--- src/osr_pkg.sv ---
// package for the output source router: source codes, mask layout, reset values
// ----------------------------------------------------------------------------
// Notes on behaviour
// - control output selectors exist only on two-output standard model
// - each control selector routes exactly one source
// - reset: output 1 heating, output 2 disabled
// - heating/cooling mode forces output 2 to cooling
// - cooling under standard control outputs zero percent
// - program end selectable but inactive when pattern off
// - work-bit choices hidden when logic function unused
// - auxiliary selector only for existing auxiliary outputs
// - auxiliary selectors share source list, route one
// - reset: auxiliary outputs pick alarms one to four
// - heater alarm default for aux one with detection
// - compact variant: cooling mode drives auxiliary two
// - large one-output variant: cooling on aux four/two
// - mask matters only when combined fault routed
// - combined fault ORs masked alarm and error flags
// - mask weights: alarms 1-8, break 16, ssr 32, error 64
// - mask range 0 to 255, reset 49
// ----------------------------------------------------------------------------
package osr_pkg;

  typedef enum logic [4:0] {
    OSR_SRC_OFF,
    OSR_SRC_HEAT,
    OSR_SRC_COOL,
    OSR_SRC_LIMIT_ALARM_ONE,
    OSR_SRC_ALM2,
    OSR_SRC_ALM3,
    OSR_SRC_ALM4,
    OSR_SRC_HEATER,
    OSR_SRC_BREAK,
    OSR_SRC_SSR,
    OSR_SRC_INERR,
    OSR_SRC_PEND,
    OSR_SRC_RUN,
    OSR_SRC_COMB,
    OSR_SRC_WB1,
    OSR_SRC_WB2,
    OSR_SRC_WB3,
    OSR_SRC_WB4,
    OSR_SRC_WB5,
    OSR_SRC_WB6,
    OSR_SRC_WB7,
    OSR_SRC_WB8
  } osr_src_t;

  typedef enum logic [1:0] {
    OSR_VAR_STD2,
    OSR_VAR_STD1,
    OSR_VAR_COMPACT
  } osr_var_t;

  // internal sources bundled
  typedef struct packed {
    logic heat;
    logic cool;
    logic [3:0] alarm;
    logic heater_alarm;
    logic heater_break_alarm;
    logic ssr_failure_alarm;
    logic input_error;
    logic program_end;
    logic run_state;
    logic [7:0] work_bits;
  } osr_sources_t;

  localparam int OSR_MASK_W = 8;
  localparam int OSR_MASK_LIMIT_ALARM_ONE = 0;
  localparam int OSR_MASK_BREAK = 4;
  localparam int OSR_MASK_SSR = 5;
  localparam int OSR_MASK_INERR = 6;
  localparam int OSR_MASK_SPARE = 7;
  localparam logic [7:0] OSR_MASK_RST = 8'h31;
  localparam int OSR_AUX_MAX = 4;

endpackage : osr_pkg

--- src/osr_selector.sv ---
// one output source selector with legality filter and registered output
`timescale 1ns/1ns
`default_nettype none
module osr_selector
  import osr_pkg::*;
(
  // clock and reset
  input wire logic clk_in,
  input wire logic reset_n_in,
  // configuration
  input wire osr_src_t reset_sel_in,
  input wire logic wr_in,
  input wire osr_src_t wr_sel_in,
  input wire logic force_cool_in,
  input wire logic logic_used_in,
  // source levels
  input wire logic [21:0] src_vec_in,
  // result
  output osr_src_t sel_out,
  output logic level_out
);

  osr_src_t sel_r;
  logic level_r;
  logic wr_legal;
  logic is_wb;
  osr_src_t eff_sel;

  assign is_wb = (wr_sel_in >= OSR_SRC_WB1) && (wr_sel_in <= OSR_SRC_WB8);
  // work-bit codes are not offered while the logic function is idle
  assign wr_legal = (wr_sel_in <= OSR_SRC_WB8) && !(is_wb && !logic_used_in);
  // the forced cooling assignment overrides software, it does not only seed it
  assign eff_sel = force_cool_in ? OSR_SRC_COOL : sel_r;

  // reset is synchronous, so the per-output default is loaded straight from the tied-off pin
  always_ff @(posedge clk_in) begin
    if (!reset_n_in) begin
      sel_r <= reset_sel_in;
    end else if (wr_in && wr_legal) begin
      sel_r <= wr_sel_in;
    end
  end

  always_ff @(posedge clk_in) begin
    if (!reset_n_in) begin
      level_r <= 1'b0;
    end else begin
      level_r <= src_vec_in[eff_sel];
    end
  end

  assign sel_out = eff_sel;
  assign level_out = level_r;

endmodule : osr_selector
`default_nettype wire

--- src/output_source_router.sv ---
// top of the output source router: variant handling, combined fault, selectors
`timescale 1ns/1ns
`default_nettype none
module output_source_router
  import osr_pkg::*;
#(
  parameter int AUX_COUNT = 4,
  parameter osr_var_t VARIANT = OSR_VAR_STD2,
  parameter bit HB_HS_FITTED = 1'b0
)
(
  // clock and reset
  input wire logic clk_in,
  input wire logic reset_n_in,
  // mode and feature settings
  input wire logic heat_cool_mode_in,
  input wire logic program_pattern_on_in,
  input wire logic logic_used_in,
  // selector writes
  input wire logic [1:0] ctrl_wr_in,
  input wire osr_src_t ctrl_sel_in,
  input wire logic [3:0] aux_wr_in,
  input wire osr_src_t aux_sel_in,
  input wire logic mask_wr_in,
  input wire logic [7:0] mask_data_in,
  // internal sources
  input wire osr_sources_t sources_in,
  // outputs
  output logic [1:0] ctrl_out,
  output logic [3:0] aux_out,
  output logic [7:0] combined_fault_mask_out,
  output logic combined_fault_out,
  output osr_src_t ctrl1_sel_out,
  output osr_src_t ctrl2_sel_out
);

  if (AUX_COUNT < 0 || AUX_COUNT > OSR_AUX_MAX) begin : g_bad_aux
    $error("AUX_COUNT out of range");
  end

  // --------------------------------------------------------------------------
  // combined fault
  // --------------------------------------------------------------------------
  logic [7:0] combined_fault_mask_r;
  logic [6:0] fault_flags;
  logic combined_fault;
  logic comb_routed;
  logic [1:0] ctrl_lvl;
  logic [3:0] aux_lvl;
  osr_src_t ctrl_sel [2];
  osr_src_t aux_sel [4];
  logic [3:0] aux_routed;

  always_ff @(posedge clk_in) begin
    if (!reset_n_in) begin
      combined_fault_mask_r <= OSR_MASK_RST;
    end else if (mask_wr_in) begin
      combined_fault_mask_r <= mask_data_in;
    end
  end

  assign fault_flags = {sources_in.input_error, sources_in.ssr_failure_alarm,
                        sources_in.heater_break_alarm, sources_in.alarm};
  // spare weight masked out so a stray bit cannot raise the output
  assign combined_fault = |(fault_flags & combined_fault_mask_r[OSR_MASK_INERR:OSR_MASK_LIMIT_ALARM_ONE]);

  // --------------------------------------------------------------------------
  // source vector
  // --------------------------------------------------------------------------
  logic [21:0] src_vec;
  logic cool_eff;
  assign cool_eff = heat_cool_mode_in & sources_in.cool;
  assign src_vec = {sources_in.work_bits,
                    combined_fault,
                    sources_in.run_state,
                    sources_in.program_end & program_pattern_on_in,
                    sources_in.input_error,
                    sources_in.ssr_failure_alarm,
                    sources_in.heater_break_alarm,
                    sources_in.heater_alarm,
                    sources_in.alarm,
                    cool_eff,
                    sources_in.heat,
                    1'b0};

  // --------------------------------------------------------------------------
  // variant forcing
  // --------------------------------------------------------------------------
  logic ctrl_present;
  logic [3:0] aux_force;
  assign ctrl_present = (VARIANT == OSR_VAR_STD2);
  assign aux_force[0] = 1'b0;
  assign aux_force[1] = heat_cool_mode_in && ((VARIANT == OSR_VAR_COMPACT) ||
                        (VARIANT == OSR_VAR_STD1 && AUX_COUNT == 2));
  assign aux_force[2] = 1'b0;
  assign aux_force[3] = heat_cool_mode_in && VARIANT == OSR_VAR_STD1 && AUX_COUNT == 4;

  // --------------------------------------------------------------------------
  // control output selectors
  // --------------------------------------------------------------------------
  localparam osr_src_t CTRL_RST [2] = '{OSR_SRC_HEAT, OSR_SRC_OFF};
  for (genvar i = 0; i < 2; i++) begin : g_ctrl
    osr_src_t s;
    logic l;
    osr_selector u_sel (
      .clk_in(clk_in),
      .reset_n_in(reset_n_in),
      .reset_sel_in(CTRL_RST[i]),
      .wr_in(ctrl_wr_in[i] & ctrl_present),
      .wr_sel_in(ctrl_sel_in),
      .force_cool_in((i == 1) && heat_cool_mode_in && ctrl_present),
      .logic_used_in(logic_used_in),
      .src_vec_in(src_vec),
      .sel_out(s),
      .level_out(l)
    );
    assign ctrl_sel[i] = s;
    assign ctrl_lvl[i] = l & ctrl_present;
  end

  // --------------------------------------------------------------------------
  // auxiliary output selectors
  // --------------------------------------------------------------------------
  localparam osr_src_t AUX1_RST = HB_HS_FITTED ? OSR_SRC_HEATER : OSR_SRC_LIMIT_ALARM_ONE;
  localparam osr_src_t AUX_RST [4] = '{AUX1_RST, OSR_SRC_ALM2, OSR_SRC_ALM3, OSR_SRC_ALM4};
  for (genvar i = 0; i < OSR_AUX_MAX; i++) begin : g_aux
    if (i < AUX_COUNT) begin : g_on
      osr_src_t s;
      logic l;
      osr_selector u_sel (
        .clk_in(clk_in),
        .reset_n_in(reset_n_in),
        .reset_sel_in(AUX_RST[i]),
        .wr_in(aux_wr_in[i]),
        .wr_sel_in(aux_sel_in),
        .force_cool_in(aux_force[i]),
        .logic_used_in(logic_used_in),
        .src_vec_in(src_vec),
        .sel_out(s),
        .level_out(l)
      );
      assign aux_sel[i] = s;
      assign aux_lvl[i] = l;
      assign aux_routed[i] = (aux_sel[i] == OSR_SRC_COMB);
    end else begin : g_off
      assign aux_sel[i] = OSR_SRC_OFF;
      assign aux_lvl[i] = 1'b0;
      assign aux_routed[i] = 1'b0;
    end
  end

  // mask only shows an effect while some output carries the combined fault
  assign comb_routed = (ctrl_present && (ctrl_sel[0] == OSR_SRC_COMB || ctrl_sel[1] == OSR_SRC_COMB))
                       || (|aux_routed);

  logic combined_fault_r;
  always_ff @(posedge clk_in) begin
    if (!reset_n_in) begin
      combined_fault_r <= 1'b0;
    end else begin
      combined_fault_r <= combined_fault & comb_routed;
    end
  end

  assign ctrl_out = ctrl_lvl;
  assign aux_out = aux_lvl;
  assign combined_fault_mask_out = combined_fault_mask_r;
  assign combined_fault_out = combined_fault_r;
  assign ctrl1_sel_out = ctrl_sel[0];
  assign ctrl2_sel_out = ctrl_sel[1];

  // --------------------------------------------------------------------------
  // assertions
  // --------------------------------------------------------------------------
  a_mask_reset: assert property (@(posedge clk_in) !reset_n_in |=> combined_fault_mask_r == 8'h31)
    else $error("mask reset value wrong");
  a_cool_force: assert property (@(posedge clk_in) disable iff (!reset_n_in)
    (heat_cool_mode_in && ctrl_present) |=> ctrl_out[1] == $past(sources_in.cool))
    else $error("output 2 not forced to cooling");
  a_cool_zero: assert property (@(posedge clk_in) disable iff (!reset_n_in)
    (!heat_cool_mode_in && ctrl_sel[0] == OSR_SRC_COOL) |=> !ctrl_out[0])
    else $error("cooling drive active under standard control");
  a_spare_quiet: assert property (@(posedge clk_in) disable iff (!reset_n_in)
    (fault_flags & combined_fault_mask_r[6:0]) == 7'h00 |=> !combined_fault_out)
    else $error("combined fault without masked flag");
  a_comb_follow: assert property (@(posedge clk_in) disable iff (!reset_n_in)
    (comb_routed && |(fault_flags & combined_fault_mask_r[6:0])) |=> combined_fault_out)
    else $error("combined fault missed");
  a_unrouted_idle: assert property (@(posedge clk_in) disable iff (!reset_n_in)
    !comb_routed |=> !combined_fault_out)
    else $error("combined fault with no route");
  a_pend_off: assert property (@(posedge clk_in) disable iff (!reset_n_in)
    (!program_pattern_on_in && ctrl_sel[0] == OSR_SRC_PEND && ctrl_present) |=> !ctrl_out[0])
    else $error("program end active with pattern off");
  a_ctrl_absent: assert property (@(posedge clk_in) disable iff (!reset_n_in)
    !ctrl_present |-> ctrl_out == 2'h0)
    else $error("control outputs on wrong variant");
  a_heat_route: assert property (@(posedge clk_in) disable iff (!reset_n_in)
    (ctrl_present && ctrl_sel[0] == OSR_SRC_HEAT && !ctrl_wr_in[0]) |=> ctrl_out[0] == $past(sources_in.heat))
    else $error("heating drive not registered");
  c_comb_on: cover property (@(posedge clk_in) combined_fault_out);
  c_hc_mode: cover property (@(posedge clk_in) heat_cool_mode_in ##1 ctrl_out[1]);
  c_mask_wr: cover property (@(posedge clk_in) mask_wr_in ##1 combined_fault_mask_r == 8'hFF);

endmodule : output_source_router
`default_nettype wire

--- config.mk ---
export PLATFORM = sky130hd
export DESIGN_NAME = output_source_router
export DESIGN_NICKNAME = d
export VERILOG_FILES = /design/src/osr_pkg.sv /design/src/osr_selector.sv /design/src/output_source_router.sv
export SDC_FILE = /design/constraint.sdc
export NUM_CORES = 1
export LEC_CHECK = 0
export BUFFER_PORTS_ARGS = -buffer_cell sky130_fd_sc_hd__buf_2
export CAP_MARGIN = 40
export CORE_MARGIN = 3
export CORE_UTILIZATION = 40
export DETAILED_ROUTE_END_ITERATION = 7
export PLACE_DENSITY_LB_ADDON = 0.3
export SKIP_LAST_GASP = 1
export SYNTH_ARGS = -nofsm -noshare
export SYNTH_HDL_FRONTEND = slang
export SYNTH_SLANG_ARGS = --single-unit
--- constraint.sdc ---
create_clock -name clk_in -period 4.5 [get_ports clk_in]
set_input_delay 0.225 -clock clk_in [delete_from_list [all_inputs] [get_ports clk_in]]
set_output_delay 0.225 -clock clk_in [all_outputs]
set_load 0.05 [all_outputs]
==> results.yml <==
outcome:
  status: "finished clean"
global_routing:
  grt_use_total_pct: 19.3
  grt_pass1_wl_um: 13000
  grt_pass1_vias: 2433
  overflow: 0
  grt_antenna_before_repair: 0
  grt_max_degree: 50
routing:
  viasPerCell: 5.63
  drt-total-wl_um: 8180
  drt_iter0_drc: 207
  ant_nets: 0
  drc: 0
  drt-pass1-iter-count: 4
  num_vias: 2568
  routedWlPerCell_um: 17.9
logic_synthesis:
  postSynth.asyncResetShare_pct: 0
  syn-cell-area_um2: 3020
  synth-edff-count: 0
  synth_ff_type: "dfxtp_1"
  yosys-top-cells-area: "dfxtp_1 30%, mux2i_1 21%, mux4_2 12%"
  yosysTopAreaCell: "dfxtp_1"
  synth_area_per_cell_um2: 10.0
  ys_types: 43
  yosysTopAreaCellShare_pct: 29.9
  synth-seq-cells: 45
  yosysWarnings: 0
  syn_inst: 301
  synthesis.nets: 351
  ys_seq_area_share_pct: 29.9
clock_tree:
  cts-resized-gates: 0
  cts_root_buf: "clkbuf_8"
  numCtsBuffers: 5
  cts_htree_levels: 2
  insertion_delay_ps: 310
  hold_buffers: 0
  clk_path_buf_depth: 2
  path_clk_slew_ps: 90
  cts_tree: "yes"
  cts_setup_buffers: 0
  cts.sinks: 45
die:
  fp.dieW_um: 92.9
  rows: 31
  core_um2: 7290
  dieHeight_um: 92.9
  dieArea_um2: 8620
  design.portCount: 75
  start_util_pct: 41.4
sta:
  whs_ps: 137
  tns_ps: 0
  fin_ws_ps: 2600
  worstMarginPinSlew_ps: 766
  drv_slew: 0
  hold_violations: 0
  finClkSkew_ps: 15.4
  min_period_ps: 1900
  setup_viol: 0
  slew_headroom_pct: 48.9
  fmax_mhz: 527
  finalCritPeriodShare_pct: 42.2
  grt_setup_unrepaired: "no"
critical_path:
  r2r-start: "g_ctrl[0].u_sel.sel_r[0]$_SDFFE_PN1P_"
  arrival_ps: 2080
  worst_setup_path_start_kind: "register"
  cp-end-kind: "register"
  cp-startpoint: "g_ctrl[0].u_sel.sel_r[0]$_SDFFE_PN1P_"
  critical_path_required_ps: 4690
  crit_type: "register to register"
  cp_max_fo: 9
cells_and_area:
  fin_cells: 456
  final.fill_count: 759
  fin_area_um2: 3490
  num_antenna_cells: 0
  utilization_pct: 47.9
  layout.nets: 406
  area_delta_synth_final_pct: 15.8
  layout-drive-gt1-share_pct: 28.0
place:
  place_area_um2: 3380
  portBuffers: 74
  dpl.cell_count: 448
  dp_hpwl_um: 6150
  pre_cts_ws_ps: 2620
  routabilityCongestion: 0.947
run:
  maxCapViolCount: 0
hold_path:
  min_path_type: "primary input to register"
  min_from: "mask_data_in[5]"
power_and_ir_drop:
  p_leak_nw: 1.61
  vdd_drop_max_uv: 141
  powerDensity_nw_per_um2: 297
  p_total_mw: 1.04
[worst max-delay path: stages, from the launching register on]
cell      delay [ps]
dfxtp_1          580
mux4_1           590
mux4_2           450
nand3b_1          90
o21ai_1           70
[cells in the final DEF, fill, tap and decap left out, types with 2 or more instances in the layout]
master,count
buf_2,74
mux2i_1,63
dfxtp_1,45
nor2b_1,37
nand2_1,23
mux4_2,16
nand3_1,11
nor2_1,10
inv_1,7
o21ai_0,5
mux4_1,5
o21ai_1,5
clkbuf_8,5
nand2b_1,4
nand3b_1,4
nor3b_1,3
a22oi_1,3
nand4b_1,3
a31oi_1,3
nor3_1,2
mux2_2,2
o2111ai_1,2
a311oi_1,2
o211ai_1,2
mux2_1,2
[path summary, 6_finish.rpt]
path / end / slack, ps / depth (start not counted)
hold / removal: combined_fault_mask_out[5]$_SDFFE_PN1P_ / 140 / 3
setup reg to reg: g_ctrl[0].u_sel.level_out$_SDFF_PN0_ / 2600 / 4
setup / recovery: g_ctrl[0].u_sel.level_out$_SDFF_PN0_ / 2600 / 4
hold reg to reg: combined_fault_mask_out[4]$_SDFFE_PN1P_ / 530 / 2
[power by group]
group | switching, mW | total (mW) | internal, mW | leakage, nW
Clock | 0.142 | 0.309 | 0.167 | 0.0554
Sequential | 0.0367 | 0.461 | 0.424 | 0.370
Combinational | 0.151 | 0.269 | 0.118 | 1.19
[layout make-up]
type	instances	area, um^2	area share [%]
Clock buffer	6	72.6	2.08
Clock inverter	2	38.8	1.11
Inverter	7	26.3	0.752
Multi-Input combinational cell	223	1960	56.1
Sequential cell	45	901	25.8
Tap cell	99	124	3.54
Timing Repair Buffer	74	370	10.6
[synth_stat cells (2+ instances only)]
master / instances
a31oi_1: 3
o211ai_1: 2
inv_1: 7
nand2_1: 23
nand3_1: 11
a311oi_1: 2
o21ai_0: 5
buf_4: 6
a22oi_1: 3
mux4_1: 5
o21ai_1: 5
mux2_2: 2
mux2i_1: 63
clkbuf_1: 12
nor3b_1: 3
o2111ai_1: 2
mux4_2: 16
mux2_1: 2
nor2b_1: 37
nand3b_1: 4
dfxtp_1: 45
nand2b_1: 4
nor2_1: 10
buf_2: 7
nand4b_1: 3
nor3_1: 2
[metal layers]
layer	part of all wire, %	vias up	track usage (%)
li1	-	1222	-
met1	44	1221	27.3
met2	47	113	30.1
met3	7.8	12	3.33
met4	2.0	0	5.86
met5	0	-	0
[registers in the layout, summed over array words and instances (netlist names)]
| signal | cells |
|---|---|
| g_aux.g_on.u_sel.sel_r | 20 |
| g_ctrl.u_sel.sel_r | 10 |
| combined_fault_mask_out | 8 |
| g_aux.g_on.u_sel.level_out | 4 |
| g_ctrl.u_sel.level_out | 2 |
| combined_fault_out | 1 |
[cell families (layout without fill, tap and decap cells)]
kind of cell,Yosys count,in the layout,share of synthesized area (%)
AND/OR/NAND/NOR,103,103,18.8
multiplexers,88,88,38.7
flip-flops,45,45,29.9
buffers and inverters,33,89,5.14
AO/OA/AOI/OAI,32,32,7.50
(Power assumes the default switching activity.)
